**config.mk**
```make
export PLATFORM = sky130hd
export DESIGN_NAME = urpsc_port
export DESIGN_NICKNAME = d
export VERILOG_FILES = /design/src/urpsc_timer.sv /design/src/urpsc_port.sv
export SDC_FILE = /design/constraint.sdc
export NUM_CORES = 1
export LEC_CHECK = 0
export BUFFER_PORTS_ARGS = -buffer_cell sky130_fd_sc_hd__buf_2
export CAP_MARGIN = 20
export CORE_AREA = 2 2 128 80
export CTS_CLUSTER_DIAMETER = 50
export DETAILED_ROUTE_END_ITERATION = 10
export DIE_AREA = 0 0 130 82
export GPL_TIMING_DRIVEN = 0
export PLACE_DENSITY = 0.57
export SYNTH_ARGS = -nofsm -noshare
export SYNTH_HDL_FRONTEND = slang
export SYNTH_SLANG_ARGS = --single-unit
export TNS_END_PERCENT = 20
```
**constraint.sdc**
```tcl
create_clock -name pclk -period 4.4 [get_ports pclk]
set_input_delay 0.22 -clock pclk [delete_from_list [all_inputs] [get_ports pclk]]
set_output_delay 0.22 -clock pclk [all_outputs]
set_load 0.01 [all_outputs]
```
**src/urpsc_timer.sv**
```systemverilog
package urpsc_pkg;
   // APB byte offsets
   localparam logic [7:0]  OFS_PORT_STATUS = 8'h00;
   localparam logic [7:0]  OFS_CONFIG      = 8'h04;
   localparam logic [7:0]  OFS_IRQ_STATUS  = 8'h08;
   localparam logic [7:0]  OFS_IRQ_MASK    = 8'h0C;

   // Port status word bit positions
   localparam int          BIT_CONNECTED   = 0;
   localparam int          BIT_ENABLED     = 1;
   localparam int          BIT_SUSPENDED   = 2;
   localparam int          BIT_OVERCURRENT = 3;
   localparam int          BIT_RESET_ACT   = 4;
   localparam int          BIT_CONN_CHG    = 16;
   localparam int          BIT_EN_CHG      = 17;
   localparam int          BIT_RESUME_CHG  = 18;
   localparam int          BIT_RESET_CHG   = 20;

   // Config register bit positions
   localparam int          CFG_PER_PORT_OC = 0;
   localparam int          CFG_FIXED_ATT   = 1;
   localparam int          CFG_POWER       = 2;
   localparam logic [2:0]  CFG_RESET       = 3'h4;

   // Interrupt status / mask bit positions
   localparam int          IRQ_CONN_CHG    = 0;
   localparam int          IRQ_EN_CHG      = 1;
   localparam int          IRQ_RESUME_CHG  = 2;
   localparam int          IRQ_RESET_CHG   = 3;
   localparam logic [3:0]  IRQ_MASK_RESET  = 4'h0;

   // Signalling durations
   localparam int          CLK_MHZ         = 25;
   localparam int          RESET_TIME_US   = 10000;
   localparam int          RESUME_TIME_US  = 20000;
   localparam int          RESET_CYCLES    = RESET_TIME_US * CLK_MHZ;
   localparam int          RESUME_CYCLES   = RESUME_TIME_US * CLK_MHZ;
   localparam int          TMR_W           = 24;

   typedef enum logic [2:0] {
      URPSC_IDLE   = 3'b001,
      URPSC_RESET  = 3'b010,
      URPSC_RESUME = 3'b100
   } urpsc_state_t;
endpackage : urpsc_pkg

`timescale 1ns/100ps
`default_nettype none

module urpsc_timer
   import urpsc_pkg::*;
(
   // Clock and reset
   input  wire logic             pclk,
   input  wire logic             presetn,
   // Control
   input  wire logic             start,
   input  wire logic             abort,
   input  wire logic [TMR_W-1:0] load,
   // Status
   output logic                  busy,
   output logic                  done
);
   logic [TMR_W-1:0] cnt_ff;
   logic             busy_ff;
   logic             done_ff;
   wire              last = busy_ff && (cnt_ff == '0);

   always_ff @(posedge pclk or negedge presetn)
   begin
      if (!presetn)
      begin
         cnt_ff  <= '0;
         busy_ff <= 1'b0;
         done_ff <= 1'b0;
      end
      else
      begin
         done_ff <= last && !abort;
         if (abort)
            busy_ff <= 1'b0;
         else if (start)
         begin
            busy_ff <= 1'b1;
            cnt_ff  <= load - 1'b1;
         end
         else if (last)
            busy_ff <= 1'b0;
         else if (busy_ff)
            cnt_ff <= cnt_ff - 1'b1;
      end
   end

   assign busy = busy_ff;
   assign done = done_ff;
endmodule : urpsc_timer

`default_nettype wire

```
**src/urpsc_port.sv**
```systemverilog
`timescale 1ns/100ps
`default_nettype none

// Summary of operation
// Reset write one starts reset signalling
// Reset end clears active, sets done flag
// Reset on empty port sets connect change
// Overcurrent bit mirrors input if per-port
// Resume write starts resume only when suspended
// Suspend write sets; clears at resume end
// Reset end or controller resume clears suspend
// Suspend on empty port sets connect change
// Faults clear enable, set enable change
// Enable and disable write-one commands
// No enable while empty; flag connect change
// Reset completion sets enabled
// Connection bit follows attach, not writes
// Fixed attachment forces connection bit one while powered
// Connect change sets on events, write-one clears
// Power off clears connect, enable, suspend and reset bits
// Internal counter times reset and resume
module urpsc_port
   import urpsc_pkg::*;
#(
   parameter int RESET_CNT  = RESET_CYCLES,
   parameter int RESUME_CNT = RESUME_CYCLES
)
(
   // APB
   input  wire logic        pclk,
   input  wire logic        presetn,
   input  wire logic        psel,
   input  wire logic        penable,
   input  wire logic        pwrite,
   input  wire logic [7:0]  paddr,
   input  wire logic [31:0] pwdata,
   output logic [31:0]      prdata,
   output logic             pready,
   output logic             pslverr,
   // Port side
   input  wire logic        device_attached,
   input  wire logic        overcurrent_in,
   input  wire logic        babble_error,
   input  wire logic        controller_resume_state,
   output logic             port_reset_drive,
   output logic             port_resume_drive,
   // Interrupt
   output logic             irq
);
   function automatic logic wr_one(input logic hit, input logic [31:0] d, input int pos);
      wr_one = hit && d[pos];
   endfunction : wr_one

   urpsc_state_t state_ff;
   urpsc_state_t nxt_state;
   logic         conn_ff;
   logic         enabled_ff;
   logic         suspended_ff;
   logic         reset_act_ff;
   logic         conn_chg_ff;
   logic         en_chg_ff;
   logic         resume_chg_ff;
   logic         reset_chg_ff;
   logic [2:0]   cfg_ff;
   logic [3:0]   irq_stat_ff;
   logic [3:0]   irq_mask_ff;
   logic [31:0]  prdata_ff;
   logic         nxt_enabled;
   logic         nxt_suspended;
   logic         nxt_reset_act;
   logic         tmr_busy;
   logic         tmr_done;

   // Bus decode; zero wait states
   wire access    = psel && penable;
   wire wr        = access && pwrite;
   wire rd_setup  = psel && !penable && !pwrite;
   wire hit_port  = paddr == OFS_PORT_STATUS;
   wire hit_cfg   = paddr == OFS_CONFIG;
   wire hit_istat = paddr == OFS_IRQ_STATUS;
   wire hit_imask = paddr == OFS_IRQ_MASK;
   wire mapped    = hit_port || hit_cfg || hit_istat || hit_imask;
   wire refused   = access && !mapped;
   wire wr_port   = wr && hit_port;

   // Software commands
   wire cmd_disable = wr_one(wr_port, pwdata, BIT_CONNECTED);
   wire cmd_enable  = wr_one(wr_port, pwdata, BIT_ENABLED);
   wire cmd_suspend = wr_one(wr_port, pwdata, BIT_SUSPENDED);
   wire cmd_resume  = wr_one(wr_port, pwdata, BIT_OVERCURRENT);
   wire cmd_reset   = wr_one(wr_port, pwdata, BIT_RESET_ACT);
   wire clr_conn    = wr_one(wr_port, pwdata, BIT_CONN_CHG);
   wire clr_en      = wr_one(wr_port, pwdata, BIT_EN_CHG);
   wire clr_resume  = wr_one(wr_port, pwdata, BIT_RESUME_CHG);
   wire clr_reset   = wr_one(wr_port, pwdata, BIT_RESET_CHG);

   // Port condition
   wire power_on     = cfg_ff[CFG_POWER];
   wire fixed_att    = cfg_ff[CFG_FIXED_ATT];
   wire nxt_conn     = power_on && (device_attached || fixed_att);
   wire conn_event   = nxt_conn != conn_ff;
   wire disconnect   = conn_ff && !nxt_conn;
   wire oc_flag      = cfg_ff[CFG_PER_PORT_OC] && overcurrent_in;
   // Any fault drops the enable; the enable change is flagged only if it was on
   wire fault        = overcurrent_in || disconnect || !power_on || babble_error;
   // Losing the device cuts signalling short, with no done flag
   wire abort_sig    = !nxt_conn;
   wire reset_done   = (state_ff == URPSC_RESET) && tmr_done;
   wire resume_done  = (state_ff == URPSC_RESUME) && tmr_done;
   // Reset and resume commands are dropped while a sequence runs; reset beats resume
   wire seq_idle     = state_ff == URPSC_IDLE;
   wire reset_start  = cmd_reset && conn_ff && seq_idle;
   wire resume_start = cmd_resume && suspended_ff && seq_idle
                       && !cmd_reset;
   wire empty_cmd    = !conn_ff && (cmd_reset || cmd_enable || cmd_suspend);
   wire set_conn_chg = conn_event || empty_cmd;
   wire set_en_chg   = enabled_ff && fault;

   wire [TMR_W-1:0] tmr_load = reset_start ? TMR_W'(RESET_CNT) : TMR_W'(RESUME_CNT);

   urpsc_timer u_timer (
      .pclk    (pclk),
      .presetn (presetn),
      .start   (reset_start || resume_start),
      .abort   (abort_sig),
      .load    (tmr_load),
      .busy    (tmr_busy),
      .done    ()
   );
   // Done only on a natural end; an abort leaves no flag
   logic tmr_busy_q_ff;
   wire  tmr_busy_fall = tmr_busy_q_ff && !tmr_busy && !abort_sig;
   assign tmr_done = tmr_busy_fall;

   // Signalling sequencer
   always_comb
   begin
      nxt_state = state_ff;
      unique case (state_ff)
         URPSC_IDLE:
         begin
            if (reset_start)
               nxt_state = URPSC_RESET;
            else if (resume_start)
               nxt_state = URPSC_RESUME;
         end
         URPSC_RESET:
         begin
            if (reset_done || abort_sig)
               nxt_state = URPSC_IDLE;
         end
         URPSC_RESUME:
         begin
            if (resume_done || abort_sig)
               nxt_state = URPSC_IDLE;
         end
         default:
            nxt_state = URPSC_IDLE;
      endcase
   end

   // Enable status
   // Faults win, so a dead port never reads enabled
   always_comb
   begin
      if (fault)
         nxt_enabled = 1'b0;
      else if (reset_done)
         nxt_enabled = 1'b1;
      else if (cmd_disable)
         nxt_enabled = 1'b0;
      else if (cmd_enable && conn_ff)
         nxt_enabled = 1'b1;
      else
         nxt_enabled = enabled_ff;
   end

   // Suspend status
   // Detach drops suspend, since nothing is left to resume
   always_comb
   begin
      if (!nxt_conn)
         nxt_suspended = 1'b0;
      else if (reset_done || resume_done || controller_resume_state)
         nxt_suspended = 1'b0;
      else if (cmd_suspend && conn_ff)
         nxt_suspended = 1'b1;
      else
         nxt_suspended = suspended_ff;
   end

   // Reset status
   always_comb
   begin
      if (!nxt_conn || reset_done)
         nxt_reset_act = 1'b0;
      else if (reset_start)
         nxt_reset_act = 1'b1;
      else
         nxt_reset_act = reset_act_ff;
   end

   always_ff @(posedge pclk or negedge presetn)
   begin
      if (!presetn)
      begin
         state_ff      <= URPSC_IDLE;
         conn_ff       <= 1'b0;
         enabled_ff    <= 1'b0;
         suspended_ff  <= 1'b0;
         reset_act_ff  <= 1'b0;
         tmr_busy_q_ff <= 1'b0;
      end
      else
      begin
         state_ff      <= nxt_state;
         conn_ff       <= nxt_conn;
         enabled_ff    <= nxt_enabled;
         suspended_ff  <= nxt_suspended;
         reset_act_ff  <= nxt_reset_act;
         tmr_busy_q_ff <= tmr_busy;
      end
   end

   // Sticky change flags; a set in the clearing cycle wins
   always_ff @(posedge pclk or negedge presetn)
   begin
      if (!presetn)
      begin
         conn_chg_ff   <= 1'b0;
         en_chg_ff     <= 1'b0;
         resume_chg_ff <= 1'b0;
         reset_chg_ff  <= 1'b0;
      end
      else
      begin
         conn_chg_ff   <= set_conn_chg || (conn_chg_ff && !clr_conn);
         en_chg_ff     <= set_en_chg || (en_chg_ff && !clr_en);
         resume_chg_ff <= resume_done || (resume_chg_ff && !clr_resume);
         reset_chg_ff  <= reset_done || (reset_chg_ff && !clr_reset);
      end
   end

   // Interrupt status follows change events, write one to clear
   wire       wr_cfg   = wr && hit_cfg;
   wire       wr_istat = wr && hit_istat;
   wire       wr_imask = wr && hit_imask;
   wire [3:0] irq_set  = {reset_done, resume_done, set_en_chg, set_conn_chg};
   wire [3:0] irq_clr  = wr_istat ? pwdata[3:0] : 4'h0;

   // Set wins over a same-cycle clear, so no event is lost
   always_ff @(posedge pclk or negedge presetn)
   begin
      if (!presetn)
         irq_stat_ff <= 4'h0;
      else
         irq_stat_ff <= irq_set | (irq_stat_ff & ~irq_clr);
   end

   // Power resets on, so an attached device is seen at once
   always_ff @(posedge pclk or negedge presetn)
   begin
      if (!presetn)
         cfg_ff <= CFG_RESET;
      else if (wr_cfg)
         cfg_ff <= pwdata[2:0];
   end

   always_ff @(posedge pclk or negedge presetn)
   begin
      if (!presetn)
         irq_mask_ff <= IRQ_MASK_RESET;
      else if (wr_imask)
         irq_mask_ff <= pwdata[3:0];
   end

   // Read data; the overcurrent bit is sampled live
   wire [31:0] port_word = {11'h000, reset_chg_ff, 1'b0, resume_chg_ff, en_chg_ff,
                            conn_chg_ff, 11'h000, reset_act_ff, oc_flag,
                            suspended_ff, enabled_ff, conn_ff};
   wire [31:0] rd_mux = hit_port  ? port_word :
                        hit_cfg   ? {29'h0, cfg_ff} :
                        hit_istat ? {28'h0, irq_stat_ff} :
                        hit_imask ? {28'h0, irq_mask_ff} : 32'h0000_0000;

   // Captured in setup so the word stands through the access phase
   always_ff @(posedge pclk or negedge presetn)
   begin
      if (!presetn)
         prdata_ff <= 32'h0000_0000;
      else if (rd_setup)
         prdata_ff <= rd_mux;
   end

   assign prdata            = prdata_ff;
   assign pready            = 1'b1;
   assign pslverr           = refused;
   assign irq               = |(irq_stat_ff & irq_mask_ff);
   assign port_reset_drive  = reset_act_ff;
   assign port_resume_drive = state_ff == URPSC_RESUME;
endmodule : urpsc_port

`default_nettype wire

```
==> impl_metrics.tcl, run 1 <==
set metrics [dict create \
    critPathMaxFanout 6 \
    sw_frac_of_total_pct 21.2 \
    worst_slew_pin_tran_ns 0.878 \
    place.gp.congestion 0.899 \
    synthDistinctLibCells 63 \
    grt-ovfl-total 0 \
    layout.filler_cells 922 \
    worst-r2r-cell-count 8 \
    clkSlewWorstSetupHoldPaths_ns 0.05 \
    comb_power_share_pct 5.5 \
    clk_path_buf_depth 2 \
    grt.total_usage_pct 17.9 \
    number_of_inserted_diodes 0 \
    initial_utilization_pct 33.9 \
    cts.htree.levels 3 \
    drv_cap 0 \
    power_per_cell_area_nw_per_um2 331 \
    postCtsResizedCells 0 \
    cts_root_buf "clkbuf_16" \
    min_period_ns 2.89 \
    wire_length_of_the_first_global_routing_pass_um 14100 \
    synth_enable_flop_cells 0 \
    route.detailed.drc 0 \
    timing_worst_setup_path_type "flip-flop to flip-flop" \
    synth_area_per_cell_um2 9.84 \
    dp_worst_setup_slack_ns 1.59 \
    synthesis.area_um2 3250 \
    die-area_um2 10700 \
    antenna_found_initial 0 \
    core_um2 9560 \
    row_count 28 \
    share_of_cells_above_drive_strength_1_pct 28.8 \
    via_per_inst 5.23 \
    numCtsBuffers 9 \
    number_of_buffers_inserted_by_port_buffering 36 \
    outcome "finished clean" \
    finalSetupViolCount 0 \
    die-width_um 130 \
    worstSkewPairLatency_ns 0.33 \
    nets 453 \
    timing.clock.skew_ns 0.0107 \
    cts.sinks 57 \
    p_int_mw 1.05 \
    routed_wire_length_per_instance_um 16.6 \
    irDropWorstVdd_mv 0.172 \
    finalSetupTns_ns 0 \
    min-delay-path-class "input pin to flip-flop" \
    cellLeakagePower_nw 1.92 \
    sequential_cell_area_um2 1430 \
    tritoncts "yes" \
    critPathLaunchType "flip-flop" \
    fmaxAchievable_mhz 346 \
    netlist_instances 330 \
    cts.repair_timing.setup_buffer_count 0 \
    slew_headroom_pct 40.9 \
    min_path_cells 2 \
    yosys_register_bits 57 \
    synth-warning-count 0 \
    multi_input_area_um2 1640 \
    layout_worst_path_cycle_share_pct 65.7 \
    drt.antenna.violating_nets 0 \
    critical_path_arrival_ns 3.08 \
    final_hold_viol_count 0 \
    finalHoldWorstSlack_ns 0.0609 \
    first_iter_violations 176 \
    routed_wl_um 8980 \
    first_global_vias 2583 \
    rsz_0062_raised_after_global_routing "false" \
    post-dp-hpwl_um 6800 \
    drt_pass1_iterations 5 \
    ys_async_sr_fraction_pct 100 \
    mostFrequentLayoutCells "dfrtp_1 (55), buf_2 (39), nand2_1 (32)" \
    maximum_number_of_pins_on_one_net_before_global_route_repair 33 \
    critPathRequiredTime_ns 4.58 \
    fp.dieH_um 82 \
    finalCoreUtilization_pct 42.0 \
    area_delta_synth_final_pct 23.7 \
    fin_max_slew_vios 0 \
    mostFrequentLayoutCell "dfrtp_1" \
    dr_total_vias 2830 \
    synth_ff_type "dfrtp_1" \
    setup_ws_ns 1.51 \
    synth_sequential_area_ratio_pct 44.0 \
    io_pins 86 \
    critPathCaptureType "flip-flop" \
    net-switching-power_uw 283 \
    power_frac_seq_pct 40.3 \
    share_clk_of_total_power_pct 54.2 \
    hold_buffers 1 \
]
[power groups by stage]
| stage | clock, mW | combinational (mW) | sequential [mW] |
|---|---|---|---|
| 2_1_floorplan | 0 | 0.0416 | 0.544 |
| 3_3_place_gp | 0 | 0.0698 | 0.545 |
| 3_5_place_dp | 0 | 0.0723 | 0.545 |
| 4_1_cts | 0.733 | 0.0734 | 0.537 |
| 5_1_grt | 0.758 | 0.0826 | 0.538 |
| 6_report | 0.722 | 0.0736 | 0.537 |
[cell usage after synthesis, types with 4 or more instances]
master / n / area, µm²
or2_2: 6 / 37.5
mux2_2: 7 / 78.8
nand4_1: 6 / 37.5
clkbuf_1: 7 / 26.3
nand2_1: 32 / 120
nand3_1: 11 / 55.1
nor3_1: 11 / 55.1
a31oi_1: 11 / 68.8
a21oi_1: 19 / 95.1
buf_4: 24 / 180
nor4_1: 9 / 56.3
o22a_1: 4 / 35.0
o21ai_0: 8 / 40.0
inv_1: 6 / 22.5
a22oi_1: 4 / 30.0
a21o_1: 8 / 60.1
dfrtp_1: 55 / 1380
nor2_1: 20 / 75.1
o21a_1: 5 / 37.5
a22o_1: 9 / 78.8
o41ai_1: 4 / 35.0
[logic make-up (layout without fill, tap and decap cells)]
| family | Yosys count | count (layout) | synth area share (%) |
|---|---|---|---|
| simple gates | 127 | 127 | 22.2 |
| compound gates | 88 | 88 | 19.6 |
| flops | 57 | 57 | 44.0 |
| buf+inv | 42 | 96 | 7.98 |
| mux | 10 | 10 | 4.51 |
| fa+ha+maj | 3 | 3 | 1.16 |
| other cells | 2 | 24 | 0.231 |
| xor+xnor | 1 | 1 | 0.270 |
[final timing paths]
check / slack, ns / startpoint / endpoint
max: 1.51 / u_timer.cnt_ff[0] / u_timer.cnt_ff[22]
min: 0.06 / controller_resume_state / suspended_ff
max reg2reg: 1.51 / u_timer.cnt_ff[0] / u_timer.cnt_ff[22]
min reg2reg: 0.48 / resume_chg_ff / resume_chg_ff
max in group asynchronous: 3.25 / presetn / state_ff[0]
min in group asynchronous: 0.47 / presetn / irq_mask_ff[0]
[final cells by class]
cell class | instances | area share (%)
clock buffer | 14 | 6.82
multi-input combinational | 253 | 40.9
inverter | 7 | 0.654
timing repair buffer | 38 | 5.23
clock inverter | 2 | 0.872
sequential | 57 | 35.6
buffer | 35 | 5.79
tap | 135 | 4.20
[critical path, stage by stage (launching register included)]
cell,delay [ns]
dfrtp_1,0.37
inv_1,0.11
ha_1,0.29
or4b_2,0.73
nor2_1,0.41
nand3_1,0.23
o311a_1,0.36
a31oi_1,0.14
o21ai_0,0.10
[registers in the layout, summed over array words and instances, names as in the netlist]
signal            count
u_timer.cnt_ff       24
reset_chg_ff          1
port_reset_drive      1
irq_mask_ff           4
resume_chg_ff         1
state_ff              3
prdata                9
cfg_ff                3
enabled_ff            1
en_chg_ff             1
irq_stat_ff           4
conn_ff               1
tmr_busy_q_ff         1
suspended_ff          1
conn_chg_ff           1
u_timer.busy          1
[per-stage QoR]
| step | std cells | total power [mW] | area [µm²] |
|---|---|---|---|
| floorplan | 352 | 0.586 | 3330 |
| global placement | 523 | 0.615 | 3680 |
| detailed placement | 524 | 0.618 | 3700 |
| CTS | 541 | 1.34 | 4020 |
| global route | 541 | 1.38 | 4020 |
| finish | 541 | 1.33 | 4020 |
[routing by layer]
metal | vias to the layer above | GRT usage (%) | part of all wire [%]
li1 | 1342 | - | -
met1 | 1382 | 27.1 | 54
met2 | 102 | 23.1 | 38
met3 | 4 | 6.12 | 7.7
met4 | 0 | 6.02 | 0.38
met5 | - | 0 | 0
Power figures use the tool's default switching activity.
==> inputs of run 2 (changes only) <==
--- a/config.mk
+++ b/config.mk
@@ -12,7 +12,7 @@
 export DETAILED_ROUTE_END_ITERATION = 10
 export DIE_AREA = 0 0 130 82
 export GPL_TIMING_DRIVEN = 0
-export PLACE_DENSITY = 0.57
+export PLACE_DENSITY = 0.59
 export SYNTH_ARGS = -nofsm -noshare
 export SYNTH_HDL_FRONTEND = slang
 export SYNTH_SLANG_ARGS = --single-unit
==> constraint.sdc (replaced) <==
create_clock -name pclk -period 2.3 [get_ports pclk]
set_input_delay 0.115 -clock pclk [delete_from_list [all_inputs] [get_ports pclk]]
set_output_delay 0.115 -clock pclk [all_outputs]
set_load 0.01 [all_outputs]
==> run 2 against run 1 <==
Effect of this change:
- the flow now finishes with violations (negative setup slack)
- sequential power increased by 92%
- clock power increased by 83%
- worst hold slack got worse by 0.026 ns
- first-iteration DRC count increased by 36%
- global-route usage increased by 0.25 points
- wire length increased by 2.5%
- via count increased by 3.9%
- critical path type unchanged
- die area unchanged
- clock skew decreased by 0.0017 ns
==> impl_metrics.tcl, run 2 (synthesis gave the netlist of run 1 again) <==
set metrics [dict create \
    critPathLaunchType "flip-flop" \
    cts.htree.levels 3 \
    mostFrequentLayoutCells "dfrtp_1 (53), buf_2 (38), nand2_1 (32)" \
    power_per_cell_area_nw_per_um2 598 \
    worst_slew_pin_tran_ns 0.909 \
    finalHoldWorstSlack_ns 0.0352 \
    slowest_stage "or4_4" \
    post-dp-hpwl_um 6730 \
    via_per_inst 5.38 \
    fin_max_slew_vios 0 \
    route.detailed.drc 0 \
    routed_wl_um 9200 \
    clk_path_buf_depth 2 \
    row_count 28 \
    maximum_number_of_pins_on_one_net_before_global_route_repair 39 \
    slew_headroom_pct 38.8 \
    total_power_after_layout_mw 2.48 \
    nets 458 \
    cells_traversed_along_the_worst_timing_path "or4_4 > nand3b_4 > o31a_4 > o21ai_4 > inv_2 > buf_6 > o21a_1 > o22a_1" \
    initial_utilization_pct 33.9 \
    final_hold_viol_count 0 \
    area_delta_synth_final_pct 27.9 \
    timing_worst_setup_path_type "flip-flop to flip-flop" \
    failed_checks "negative setup slack" \
    number_of_buffers_inserted_by_port_buffering 36 \
    critPathMaxFanout 10 \
    cts_root_buf "clkbuf_16" \
    drt.antenna.violating_nets 0 \
    critPathCaptureType "flip-flop" \
    mostFrequentLayoutCell "dfrtp_1" \
    timing.clock.skew_ns 0.00903 \
    cts.sinks 57 \
    dr_total_vias 2940 \
    fmaxAchievable_mhz 433 \
    wire_length_of_the_first_global_routing_pass_um 14400 \
    first_iter_violations 239 \
    numCtsBuffers 9 \
    setup_ws_ns -0.00851 \
    min_period_ns 2.31 \
    largest_reg_flops 24 \
    number_of_inserted_diodes 0 \
    cellLeakagePower_nw 1.97 \
    rsz_0062_raised_after_global_routing "true" \
    die-width_um 130 \
    critical_path_arrival_ns 2.52 \
    min-delay-path-class "input pin to flip-flop" \
    critPathRequiredTime_ns 2.51 \
    finalSetupViolCount 1 \
    worstSkewPairLatency_ns 0.33 \
    cp_top_family "compound AO/OA/AOI/OAI gates" \
    share_of_cells_above_drive_strength_1_pct 32.1 \
    first_global_vias 2668 \
    largest_register "u_timer.cnt_ff" \
    layout_worst_path_cycle_share_pct 100 \
    place.gp.congestion 0.894 \
    routed_wire_length_per_instance_um 16.8 \
    tritoncts "yes" \
    fp.dieH_um 82 \
    drv_cap 0 \
    clkSlewWorstSetupHoldPaths_ns 0.05 \
    io_pins 86 \
    core_um2 9560 \
    path_buf_inv 2 \
    grt.total_usage_pct 18.2 \
    outcome "finished, violations left" \
    worst_path_largest_cell_delay_ns 0.56 \
    antenna_found_initial 0 \
    drt_pass1_iterations 5 \
    irDropWorstVdd_mv 0.378 \
    die-area_um2 10700 \
    grt-ovfl-total 0 \
]
[run 2: cell count changes in the layout (fill, tap and decap cells not counted), sizes merged]
cell | previous run | this run
buf | 65 | 71
clkbuf | 21 | 18
clkinv | 1 | 2
dlygate4sd3 | 1 | 2
[run 2: worst reg2reg max path, stage by stage (launching register included)]
cell,delay [ns]
dfrtp_1,0.41
or4_4,0.56
nand3b_4,0.22
o31a_4,0.36
o21ai_4,0.16
inv_2,0.05
buf_6,0.14
o21a_1,0.11
o22a_1,0.18
[run 2: power by group]
part           total, mW  internal (mW)  switching, mW  leakage, nW
Sequential          1.03           1.02        0.00887        0.773
Combinational      0.142         0.0656         0.0768         1.05
Clock               1.32          0.864          0.452        0.144
Total               2.48           1.95          0.538         1.97
[run 2: final timing paths]
path	startpoint	end	slack, ns	cells past startpoint
max in group asynchronous	presetn	state_ff[0]	1.36	3
hold / removal	pwdata[17]	en_chg_ff	0.04	4
hold reg to reg	resume_chg_ff	resume_chg_ff	0.48	1
setup reg to reg	u_timer.cnt_ff[21]	u_timer.cnt_ff[13]	-0.009	8
setup / recovery	u_timer.cnt_ff[21]	u_timer.cnt_ff[13]	-0.009	8
min in group asynchronous	presetn	irq_stat_ff[1]	0.30	2
[run 2: stage by stage]
step,TNS [ns],worst slack (ns),area (µm²),cells,utilization [%]
floorplan,0,0.0339,3340,352,-
global placement,-2.05,-0.259,3690,523,38.5
detailed placement,-2.76,-0.313,3710,524,38.7
CTS,-0.00185,-0.00185,4110,543,42.9
global route,-0.153,-0.0668,4150,546,43.4
finish,-0.00851,-0.00851,4150,546,43.4
[run 2: area by class of cell]
class | count | area [µm²]
clock inverter | 3 | 40.0
sequential | 57 | 1430
buffer | 33 | 233
multi-input combinational | 253 | 1740
timing repair buffer | 45 | 265
fill | 899 | 5410
inverter | 7 | 26.3
clock buffer | 13 | 250
tap | 135 | 169
[run 2: routing by layer]
metal  global-route usage, %  wire, µm
met1                    27.7      4740
met2                    24.2      3720
met3                    4.95       656
met4                    6.02        81
met5                       0         0
[run 2: timing repair]
item | CTS | global route
hold buffers | 2 | 0
endpoints found under the setup margin | 19 | 16
buffers inserted | 3 | 3
pin swaps | 4 | 4
gates resized for setup | 14 | 8
endpoints found under the hold margin | 19 | 0
